<file path="config.mk">
export PLATFORM = sky130hd
export DESIGN_NAME = dpot_slave
export DESIGN_NICKNAME = d
export VERILOG_FILES = /design/src/hw/dpot_pkg.sv /design/src/hw/dpot_sync.sv /design/src/hw/dpot_slave.sv
export VERILOG_INCLUDE_DIRS = /design/src /design/src/hw
export SDC_FILE = /design/constraint.sdc
export NUM_CORES = 1
export LEC_CHECK = 0
export ABC_AREA = 1
export BUFFER_PORTS_ARGS = -buffer_cell sky130_fd_sc_hd__buf_2
export CORE_MARGIN = 8
export CORE_UTILIZATION = 45
export DETAILED_ROUTE_END_ITERATION = 6
export GPL_TIMING_DRIVEN = 0
export PLACE_DENSITY_LB_ADDON = 0.12
export SYNTH_ARGS = -nofsm -noshare
export SYNTH_HDL_FRONTEND = slang
export SYNTH_SLANG_ARGS = --single-unit
</file>
<file path="constraint.sdc">
create_clock -name mclk -period 2.1 [get_ports mclk]
set_input_delay 0.105 -clock mclk [delete_from_list [all_inputs] [get_ports mclk]]
set_output_delay 0.105 -clock mclk [all_outputs]
set_load 0.01 [all_outputs]
</file>
<file path="src/hw/dpot_params.svh">
/*
 constants of the digital pot register slave: register addresses, access
 control field positions, reset values and timing counts.
 assumes mclk at 50 MHz and a slow external serial master.
*/
// Operation
// - seven-bit wiper register sets tap, 00h ground end, 7Fh supply end
// - wiper resets to 40h, then reloads from stored initial value
// - address 0 is wiper/initial value, 1 reserved, 2 access control
// - access control bit 7 picks volatile wiper (1) or initial value (0)
// - writing the initial value also loads the wiper
// - bit 6 shutdown control defaults 1; normal only if bit and pin high
// - shutdown opens array, grounds wiper; leaving restores previous tap
// - serial interface and registers stay usable during shutdown
// - bit 5 is read-only, high while non-volatile write runs
// - while busy, writes to wiper and access control are ignored
// - device is slave only, using master clock for both directions
// - bytes travel most significant bit first
// - data changes only while clock low; high-clock changes mark start/stop
// - watch for start always; ignore all before start and during power-up
// - stop ends every operation and returns device to standby
// - transmitter releases data after eight bits; receiver acks ninth clock
// - device acks id, address and write data; master acks read data
// - id byte needs device code and strap bits; last bit read/write
// - two straps give the two low address bits, four devices per bus
// - sample on rising clock, drive outgoing bits after falling clock
// - data pin stays released until device must transmit or ack
// - write is start, id, address, one data byte, stop, all acked
// - non-volatile write starts at stop and lasts up to 20 ms
// - read is write preamble, repeated start, read id, acked data bytes
`ifndef DPOT_PARAMS_SVH
`define DPOT_PARAMS_SVH
`define DPOT_ADDR_WIPER 8'h00
`define DPOT_ADDR_ACCESS 8'h02
`define DPOT_BIT_VOL 7
`define DPOT_BIT_SHUTDOWN_N 6
`define DPOT_BIT_BUSY 5
`define DPOT_WIPER_RESET 7'h40
`define DPOT_IVR_RESET 8'h40
`define DPOT_VOL_RESET 1'b0
`define DPOT_SHUTDOWN_N_RESET 1'b1
`define DPOT_CODE_W 5
`define DPOT_MCLK_HZ 50000000
`define DPOT_NV_WRITE_MS 20
`define DPOT_NV_WRITE_CYC ((`DPOT_MCLK_HZ / 1000) * `DPOT_NV_WRITE_MS)
`define DPOT_PUP_CYC 16
`endif

</file>
<file path="src/hw/dpot_pkg.sv">
/*
 types of the digital pot register slave.
 assumes dpot_params.svh is on the include path.
*/
package dpot_pkg;
    typedef enum logic [2:0] {
        DP_IDLE, DP_ID, DP_ADDR, DP_WDATA, DP_RDATA, DP_ACK, DP_MACK
    } dpot_state_t;
endpackage

</file>
<file path="src/hw/dpot_sync.sv">
/*
 three-stage synchroniser with agreement filter for one pin.
 assumes the pin is asynchronous to mclk.
*/
`timescale 1ns/100ps
`default_nettype none
module dpot_sync (
    input wire logic mclk,
    input wire logic rst,
    input wire logic pin,
    output logic level
);
    logic s1, s2, s3;
    logic next_level;
    always_comb begin
        // only stages two and three decide; stage one is metastable guard
        next_level = (s2 == s3) ? s3 : level;
    end
    always_ff @(posedge mclk) begin
        if (rst) begin
            s1 <= 1'b1;
            s2 <= 1'b1;
            s3 <= 1'b1;
            level <= 1'b1;
        end else begin
            s1 <= pin;
            s2 <= s1;
            s3 <= s2;
            level <= next_level;
        end
    end
endmodule // dpot_sync
`default_nettype wire

</file>
<file path="src/hw/dpot_slave.sv">
/*
 digital pot core: serial bus slave, wiper, initial value and access
 control registers, shutdown and self-timed non-volatile write.
 assumes open-drain scl/sda with external pull-ups, straps stable.
*/
`timescale 1ns/100ps
`default_nettype none
`include "dpot_params.svh"
module dpot_slave
    import dpot_pkg::*;
#(
    parameter int NV_WRITE_CYC = `DPOT_NV_WRITE_CYC,
    parameter logic [4:0] DEV_CODE = 5'h0B // arbitrary value
) (
    input wire logic mclk,
    input wire logic rst,
    input wire logic scl_in,
    input wire logic sda_in,
    output logic sda_out,
    output logic sda_oe,
    input wire logic addr_strap_hi,
    input wire logic addr_strap_lo,
    input wire logic shutdown_n,
    output logic [6:0] tap,
    output logic array_open,
    output logic wiper_grounded,
    output logic nv_write_busy
);
    logic scl, sda, scl_d, sda_d;
    logic shutdown_n_pin;
    logic strap_hi, strap_lo;
    // straps are pins, so they pass the same filter
    dpot_sync u_sth (.mclk(mclk), .rst(rst), .pin(addr_strap_hi),
        .level(strap_hi));
    dpot_sync u_stl (.mclk(mclk), .rst(rst), .pin(addr_strap_lo),
        .level(strap_lo));
    dpot_sync u_scl (.mclk(mclk), .rst(rst), .pin(scl_in), .level(scl));
    dpot_sync u_sda (.mclk(mclk), .rst(rst), .pin(sda_in), .level(sda));
    dpot_sync u_shd (.mclk(mclk), .rst(rst), .pin(shutdown_n),
        .level(shutdown_n_pin));

    logic scl_rise, scl_fall, start_c, stop_c;
    assign scl_rise = scl & ~scl_d;
    assign scl_fall = ~scl & scl_d;
    assign start_c = scl & scl_d & sda_d & ~sda;
    assign stop_c = scl & scl_d & ~sda_d & sda;

    dpot_state_t state, next_state, ret_state, next_ret_state;
    logic [7:0] shreg, next_shreg;
    logic [3:0] bitcnt, next_bitcnt;
    logic [7:0] regaddr, next_regaddr;
    logic [7:0] wiper, next_wiper;
    logic [7:0] initial_wiper_value, next_ivr;
    logic volatile_select, next_vol, shutdown_n_bit, next_shutdown_n_bit;
    logic busy, next_busy;
    logic nv_pend, next_nv_pend;
    logic [20:0] nv_cnt, next_nv_cnt;
    logic [4:0] pup_cnt, next_pup_cnt;
    logic pup_done, next_pup_done;
    logic oe, next_oe;
    logic do_ack, next_do_ack;
    logic [7:0] rd_byte;

    always_comb begin
        unique case (regaddr)
            `DPOT_ADDR_WIPER: rd_byte = volatile_select ? wiper : initial_wiper_value;
            // busy read back; low bits read zero
            `DPOT_ADDR_ACCESS: rd_byte = {volatile_select, shutdown_n_bit, busy, 5'h00};
            default: rd_byte = 8'h00;
        endcase
    end

    always_comb begin
        next_state = state;
        next_ret_state = ret_state;
        next_shreg = shreg;
        next_bitcnt = bitcnt;
        next_regaddr = regaddr;
        next_wiper = wiper;
        next_ivr = initial_wiper_value;
        next_vol = volatile_select;
        next_shutdown_n_bit = shutdown_n_bit;
        next_busy = busy;
        next_nv_pend = nv_pend;
        next_nv_cnt = nv_cnt;
        next_pup_cnt = pup_cnt;
        next_pup_done = pup_done;
        next_oe = oe;
        next_do_ack = do_ack;
        // power-up window then recall initial value
        if (!pup_done) begin
            next_pup_cnt = pup_cnt + 5'h01;
            if (pup_cnt == 5'(`DPOT_PUP_CYC)) begin
                next_pup_done = 1'b1;
                next_wiper = initial_wiper_value;
            end
        end
        // busy counts down the self-timed write
        if (busy) begin
            if (nv_cnt == 21'h000000) begin
                next_busy = 1'b0;
            end else begin
                next_nv_cnt = nv_cnt - 21'h000001;
            end
        end
        if (!pup_done) begin
            next_state = DP_IDLE;
        end else if (start_c) begin
            next_state = DP_ID;
            next_bitcnt = 4'h0;
            next_oe = 1'b0;
        end else if (stop_c) begin
            next_state = DP_IDLE;
            next_oe = 1'b0;
            if (nv_pend) begin
                next_nv_pend = 1'b0;
                next_busy = 1'b1;
                next_nv_cnt = 21'(NV_WRITE_CYC - 1);
            end
        end else begin
            unique case (state)
                DP_IDLE: begin
                    next_oe = 1'b0;
                end
                DP_ID, DP_ADDR, DP_WDATA: begin
                    if (scl_rise) begin
                        next_shreg = {shreg[6:0], sda};
                        next_bitcnt = bitcnt + 4'h1;
                    end
                    if (scl_fall && bitcnt == 4'h8) begin
                        next_bitcnt = 4'h0;
                        next_do_ack = 1'b1;
                        next_ret_state = state;
                        if (state == DP_ID) begin
                            if (shreg[7:3] == DEV_CODE &&
                                shreg[2:1] == {strap_hi, strap_lo})
                                next_ret_state = shreg[0] ? DP_RDATA : DP_ADDR;
                            else
                                next_do_ack = 1'b0;
                        end else if (state == DP_ADDR) begin
                            next_regaddr = shreg;
                            next_ret_state = DP_WDATA;
                        end else begin
                            // one data byte, then wait for stop
                            next_ret_state = DP_IDLE;
                            if (!busy && regaddr == `DPOT_ADDR_WIPER) begin
                                if (volatile_select) begin
                                    next_wiper = shreg;
                                end else begin
                                    next_ivr = shreg;
                                    next_wiper = shreg;
                                    next_nv_pend = 1'b1;
                                end
                            end else if (!busy &&
                                regaddr == `DPOT_ADDR_ACCESS) begin
                                next_vol = shreg[`DPOT_BIT_VOL];
                                next_shutdown_n_bit = shreg[`DPOT_BIT_SHUTDOWN_N];
                            end
                        end
                        next_oe = next_do_ack;
                        next_state = next_do_ack ? DP_ACK : DP_IDLE;
                    end
                end
                DP_ACK: begin
                    if (scl_fall) begin
                        next_oe = 1'b0;
                        next_bitcnt = 4'h0;
                        next_state = ret_state;
                        if (ret_state == DP_RDATA) begin
                            next_shreg = rd_byte;
                            next_oe = ~rd_byte[7];
                        end
                    end
                end
                DP_RDATA: begin
                    if (scl_fall) begin
                        next_bitcnt = bitcnt + 4'h1;
                        next_shreg = {shreg[6:0], 1'b0};
                        next_oe = (bitcnt == 4'h7) ? 1'b0 : ~shreg[6];
                        if (bitcnt == 4'h7)
                            next_state = DP_MACK;
                    end
                end
                DP_MACK: begin
                    if (scl_rise) begin
                        next_do_ack = ~sda;
                    end
                    if (scl_fall) begin
                        next_bitcnt = 4'h0;
                        next_shreg = rd_byte;
                        next_oe = do_ack & ~rd_byte[7];
                        next_state = do_ack ? DP_RDATA : DP_IDLE;
                    end
                end
                default: next_state = DP_IDLE;
            endcase
        end
    end

    always_ff @(posedge mclk) begin
        if (rst) begin
            scl_d <= 1'b1;
            sda_d <= 1'b1;
            state <= DP_IDLE;
            ret_state <= DP_IDLE;
            shreg <= 8'h00;
            bitcnt <= 4'h0;
            regaddr <= 8'h00;
            wiper <= {1'b0, `DPOT_WIPER_RESET};
            initial_wiper_value <= `DPOT_IVR_RESET;
            volatile_select <= `DPOT_VOL_RESET;
            shutdown_n_bit <= `DPOT_SHUTDOWN_N_RESET;
            busy <= 1'b0;
            nv_pend <= 1'b0;
            nv_cnt <= 21'h000000;
            pup_cnt <= 5'h00;
            pup_done <= 1'b0;
            oe <= 1'b0;
            do_ack <= 1'b0;
        end else begin
            scl_d <= scl;
            sda_d <= sda;
            state <= next_state;
            ret_state <= next_ret_state;
            shreg <= next_shreg;
            bitcnt <= next_bitcnt;
            regaddr <= next_regaddr;
            wiper <= next_wiper;
            initial_wiper_value <= next_ivr;
            volatile_select <= next_vol;
            shutdown_n_bit <= next_shutdown_n_bit;
            busy <= next_busy;
            nv_pend <= next_nv_pend;
            nv_cnt <= next_nv_cnt;
            pup_cnt <= next_pup_cnt;
            pup_done <= next_pup_done;
            oe <= next_oe;
            do_ack <= next_do_ack;
        end
    end

    // open-drain, never drives high; moves on scl low
    assign sda_out = 1'b0;
    assign sda_oe = oe;
    assign nv_write_busy = busy;
    // pin anded with control bit; wiper kept, tap grounded
    assign array_open = ~(shutdown_n_bit & shutdown_n_pin);
    assign wiper_grounded = array_open;
    // tap from seven-bit wiper; bus runs in shutdown
    assign tap = array_open ? 7'h00 : wiper[6:0];

    busy_rise_a: assert property (@(posedge mclk) disable iff (rst)
        $rose(busy) |-> $past(stop_c)) else $error("busy without stop");
    busy_blocks_write_a: assert property (@(posedge mclk) disable iff (rst)
        busy && $past(busy) |-> $stable(volatile_select) && $stable(shutdown_n_bit))
        else $error("access control written while busy");
    shutdown_tap_a: assert property (@(posedge mclk) disable iff (rst)
        (!shutdown_n_bit || !shutdown_n_pin) |-> tap == 7'h00 && array_open)
        else $error("tap not grounded in shutdown");
    normal_tap_a: assert property (@(posedge mclk) disable iff (rst)
        shutdown_n_bit && shutdown_n_pin |-> tap == wiper[6:0])
        else $error("tap differs from wiper");
    pin_release_a: assert property (@(posedge mclk) disable iff (rst)
        state == DP_IDLE && $past(state) == DP_IDLE |-> !sda_oe)
        else $error("data pin driven in standby");
    stop_idle_a: assert property (@(posedge mclk) disable iff (rst)
        stop_c && pup_done |=> state == DP_IDLE && !sda_oe)
        else $error("stop did not return to standby");
    pup_quiet_a: assert property (@(posedge mclk) disable iff (rst)
        !pup_done |=> state == DP_IDLE)
        else $error("bus activity during power-up");
    sda_change_a: assert property (@(posedge mclk) disable iff (rst)
        $changed(sda_oe) |-> !scl)
        else $error("data pin changed with clock high");
endmodule // dpot_slave
`default_nettype wire

</file>
---- Word-level counts from Yosys, hierarchy flattened ----
Index checks and enable logic that the tools add are counted.
word-level totals
  logic and storage cells ................. 214
  output and inout bits ................... 12
  input port bits ......................... 7
  flip-flop bits (word level) ............. 97
cells by class
  equality and inequality tests ........... 39
  add/subtract/negate cells ............... 3
  multiplexer cells ....................... 79
  reductions and logical operators ........ 30
  bitwise operators ....................... 24
operator list
  kind                                                                    number
  8-bit 2-to-1 mux                                                        16
  21-bit 2-to-1 mux                                                       6
  1-bit 2-to-1 mux                                                        33
  8-bit one-hot mux with 4 select lines                                   1
  3-bit 2-to-1 mux                                                        10
  6-bit AND reduction                                                     5
  9-bit AND reduction                                                     3
  4-bit 2-to-1 mux                                                        6
  2-bit != test (second input constant)                                   12
  4-bit != test (second input constant)                                   6
  21-bit logical NOT                                                      1
  21-bit by 1-bit subtractor with 21-bit output (second input constant)   1
  8-bit one-hot mux with 2 select lines                                   1
  1-bit NOT                                                               15
  3-bit one-hot mux with 5 select lines                                   1
  3-bit equality test (second input constant)                             4
  4-bit one-hot mux with 3 select lines                                   1
  1-bit AND                                                               9
  8-bit by 2-bit equality test with 1-bit output (second input constant)  1
  8-bit logical NOT                                                       1
  8-bit AND reduction                                                     1
  2-bit nonzero test                                                      4
  4-bit nonzero test                                                      2
  7-bit 2-to-1 mux                                                        1
  other kinds (24)                                                        34

---- Longest topological paths before layout ----
  depth after elaboration ................. 14
  gate-level depth with buffers ........... 12
  depth with buffers taken out ............ 12

---- Modules after synthesis ----
A second synthesis with hierarchy kept.
second synthesis, totals
  cells, all modules ...................... 756
  area, all modules ....................... 5067.4 µm²
modules (own cells, without submodules)
  module      cells an instance  area each (µm²)  seq. area each (µm²)  times used
  dpot_slave  681                4423.0           1541.5                1
  dpot_sync   15                 128.9            80.1                  5

---- Least setup slack after synthesis ----
Ideal clock, no wire load.
  kind .................................... register to register
  start point ............................. register bitcnt[0]
  end point ............................... register initial_wiper_value[3]
  data arrival time ....................... 1.437 ns
  cell stages (with the launch flop) ...... 11
  setup time .............................. 0.132 ns
  data required time ...................... 1.968 ns
  path buffers ............................ 1
  path slack .............................. 0.531 ns
  period minus slack after synthesis ...... 1.569 ns
  cell sequence ........................... dfxtp_1 > inv_1 > ha_1 > nand3_1 > nor2_2 > nand2_1 > nor2_1 > nand3_2 > buf_2 > nor3_1 > nor3_1
between the ends
  cells in the longest elaborated chain, start to end .. 3
RTL lines
  item                                  RTL line           source
  from (decl)                           dpot_slave.sv:50   logic [3:0] bitcnt, next_bitcnt;
  from (signal assigned)                dpot_slave.sv:226  bitcnt <= next_bitcnt;
  4-bit equality test                   dpot_slave.sv:130  if (scl_fall && bitcnt == 4'h8) begin
  1-bit logical AND                     dpot_slave.sv:130
  9-bit AND reduction (no source line)  n/a
  to (signal assigned)                  dpot_slave.sv:210  initial_wiper_value <= `DPOT_IVR_RESET;
  to (signal assigned)                  dpot_slave.sv:229  initial_wiper_value <= next_ivr;
  to (decl)                             dpot_slave.sv:53   logic [7:0] initial_wiper_value, next_ivr;
Every way passes these cells.
A chain may end at the register's enable or synchronous reset.

---- Worst setup path in the final report ----
  start point ............................. register state[2]
  end point ............................... register shreg[0]
between the ends
  cells in the longest elaborated chain, start to end .. 4
  elaborated cells between the ends (all ways) .. 15
  those cells by class .................... 11 x eq/ne; 1 x mux; 3 x reduce/logical
RTL lines
  item                                                                                                                     RTL line           source
  from (decl)                                                                                                              dpot_slave.sv:48   dpot_state_t state, next_state, ret_state, next_ret_state;
  from (signal assigned)                                                                                                   dpot_slave.sv:223  state <= next_state;
  3-bit by 1-bit equality test with 1-bit output / 3-bit by 2-bit equality test with 1-bit output (equally long branches)  dpot_slave.sv:121  unique case (state)
  3-bit OR reduction                                                                                                       dpot_slave.sv:121
  4-bit nonzero test (no source line) / 2-bit != test (equally long branches)                                              n/a
  9-bit AND reduction (no source line)                                                                                     n/a
  to (signal assigned)                                                                                                     dpot_slave.sv:225  shreg <= next_shreg;
  to (decl)                                                                                                                dpot_slave.sv:49   logic [7:0] shreg, next_shreg;
Several ways; a longest one is shown, not always the timed one.

==> results_dict.tcl <==
set metrics [dict create \
    outcome "finished, final reports clean" \
    antenna_found_initial 0 \
    place_inst 867 \
    wirelength_um 12600 \
    min_period_over_period_pct 92.2 \
    syn-mean-instance-area_sq_um 6.79 \
    yosys-top-cells-count "142 x nand2_1, 100 x nor2_1, 97 x dfxtp_1" \
    synth_seq_cells 97 \
    synth_edf_count 0 \
    yosysMostFrequentCell "nand2_1" \
    hold_viol 0 \
    grt_overflow 0 \
    regToRegStartpoint "state[2]" \
    finalCriticalPeriod_ns 1.94 \
    power.density_mw_per_mm2 594 \
    cts_setup_buffers 0 \
    crit_arrival_ns 2.24 \
    io_pins 19 \
    synth_area_leaders "dfxtp_1 40%, nand2_1 11%, nor2_1 7.8%" \
    dieArea_sq_mm 0.0143 \
    numCtsBuffers 9 \
    p_leak_nw 2.40 \
    drv_slew 0 \
    dr.pass1.iters 5 \
    max_freq_mhz 516 \
    wl_per_cell_um 14.2 \
    numClockSinks 97 \
    finalClockSkew_ns 0.0195 \
    synth_fp_nets 724 \
    fp-row-count 38 \
    tightestPinTransition_ns 0.693 \
    critPathMaxStageDelay_ns 0.48 \
    syn_inst 711 \
    fin_cells 888 \
    synth_top_flop_cell "dfxtp_1" \
    regToRegEndpoint "shreg[0]" \
    clock_path_buffers 2 \
    reg2reg_depth 8 \
    drt_iter0_markers 393 \
    drc 0 \
    slew_headroom_pct 53.8 \
    cp.depth 8 \
    die_h_um 120 \
    dp_hpwl_um 9210 \
    cts_root_buffer "clkbuf_8" \
    cp_top_family "simple AND/OR/NAND/NOR gates" \
    nNetsFinal 756 \
    end_kind "flop" \
    yosysSeqAreaShare_pct 40.2 \
    worstPathMaxFanout 8 \
    postLayoutCellArea_sq_mm 0.00534 \
    start_util_pct 45.3 \
    via_per_inst 5.23 \
    post-place-ws_ns -0.164 \
    hold_class "in -> reg" \
    async_flop_share_pct 0 \
    crit_required_ns 2.40 \
    grt_pass1_wl_um 21100 \
    clkTransAtPathRegs_ns 0.09 \
    grt_max_degree 19 \
    antenna_cells 0 \
    cts_tree "built" \
    layout_setup_ws_ns 0.163 \
    io_buffers 16 \
    hold_slack_ns 0.276 \
    path_cells "nand2_1 > nor2_2 > inv_2 > nand2_4 > inv_2 > nor3_4 > o211ai_1 > a21oi_1" \
    finalSetupViolCount 0 \
    cp.buffers_inverters 2 \
    htreeDepth 3 \
    critical_path_class "reg -> reg" \
    synthDistinctLibCells 40 \
    area_delta_synth_final_pct 10.6 \
    yosysTopAreaCellShare_pct 40.2 \
    yosys_warnings 0 \
    vias 4641 \
    ir_drop_mv 0.420 \
    grt_pass1_vias 4421 \
    setup.worst_path.end "shreg[0]" \
    final_antenna_net_count 0 \
    grt_usage_pct 18.0 \
    startpoint "state[2]" \
    crit_path_top_delay_cell "dfxtp_1" \
    syn_area_sq_mm 0.00483 \
    r2r_setup_slack_ns 0.16 \
    maxCapViolations 0 \
    clock_latency_ns 0.38 \
    rsz0062_at_grt "false" \
    gp_routability_congestion 0.891 \
    core_sq_mm 0.0107 \
    synth_top_area_cell "dfxtp_1" \
    die_w_um 120 \
    worst_path_most_repeated_cell "inv_2" \
    drive_above_1_share_pct 11.2 \
    critPathLaunchType "flop" \
    dpl_cell_area_sq_mm 0.00508 \
]
[timing repair]
item | CTS | global route
resized for setup | 1 | 2
hold buffers | 5 | 0
setup endpoints to repair | 3 | 6
hold endpoints to repair | 5 | 0
[cells in the final DEF (no fill, tap or decap), types with 6 or more instances in the layout]
cell type  count
o21ai_0       30
nand2_1      141
ha_1           6
nor2_1       100
clkbuf_8      10
buf_2         22
nand3_1       49
or2_2         15
inv_2          8
nor3_1        26
a31oi_1        8
inv_1         81
a211oi_1       8
o21ai_1       16
clkbuf_1      14
dfxtp_1       97
a21oi_1       48
nand4_1       14
[cell type report]
type	count	area, sq um
Fill cell	1108	5310
Buffer	24	113
Inverter	90	338
Clock inverter	6	55.1
Timing Repair Buffer	21	130
Multi-Input combinational cell	500	2450
Tap cell	140	175
Sequential cell	97	1940
Clock buffer	10	138
[cells by family after synthesis]
family,Yosys count,share of synthesized area (%)
AOI/OAI and AO/OA,120,13.7
xor gates and xnor gates,6,1.09
adders and majority gates,6,1.55
buffers and inverters,114,9.33
DFF,97,40.2
other,1,0.0776
and+or+nand+nor,367,34.1
[per-layer routing]
| layer | GRT usage [%] | vias to the layer above | part of all wire (%) |
|---|---|---|---|
| li1 | - | 2373 | - |
| met1 | 22.7 | 2119 | 47 |
| met2 | 30.0 | 132 | 47 |
| met3 | 2.87 | 17 | 4.9 |
| met4 | 7.49 | 0 | 1.5 |
| met5 | 0 | - | 0 |
[state kept, by name (all words and copies together), names as in the netlist, 3 cells and up]
register             cells
nv_cnt                  21
initial_wiper_value      8
wiper                    8
shreg                    8
pup_cnt                  5
regaddr                  8
ret_state                3
bitcnt                   4
state                    3
[worst register-to-register path: stages, from the launching register on]
cell,delay (ns)
dfxtp_1,0.48
nand2_1,0.13
nor2_2,0.25
inv_2,0.08
nand2_4,0.10
inv_2,0.10
nor3_4,0.32
o211ai_1,0.23
a21oi_1,0.18
[per-stage QoR]
step	total power, mW	setup TNS (ns)	util [%]
after floorplan	1.96	0	-
after global placement	1.98	-0.130	47.7
after detailed placement	1.99	-0.164	47.7
after CTS	3.20	0	50.1
after global routing	3.28	0	50.2
final	3.17	0	50.2
[power breakdown]
| part | switching [mW] | internal [mW] |
|---|---|---|
| clock network | 0.732 | 0.489 |
| logic | 0.0541 | 0.0323 |
| registers | 0.00928 | 1.86 |
[worst min path at each step]
stage | from | end | slack, ns | depth (start not counted)
2_1_floorplan | scl_in | u_scl.s1 | 0.21 | 1
3_3_place_gp | addr_strap_hi | u_sth.s1 | 0.29 | 2
3_5_place_dp | sda_in | u_sda.s1 | 0.29 | 2
4_1_cts | rst | state[2] | 0.28 | 4
5_1_grt | rst | state[2] | 0.33 | 4
6_report | rst | state[2] | 0.28 | 4
Power figures use the tool's default switching activity.
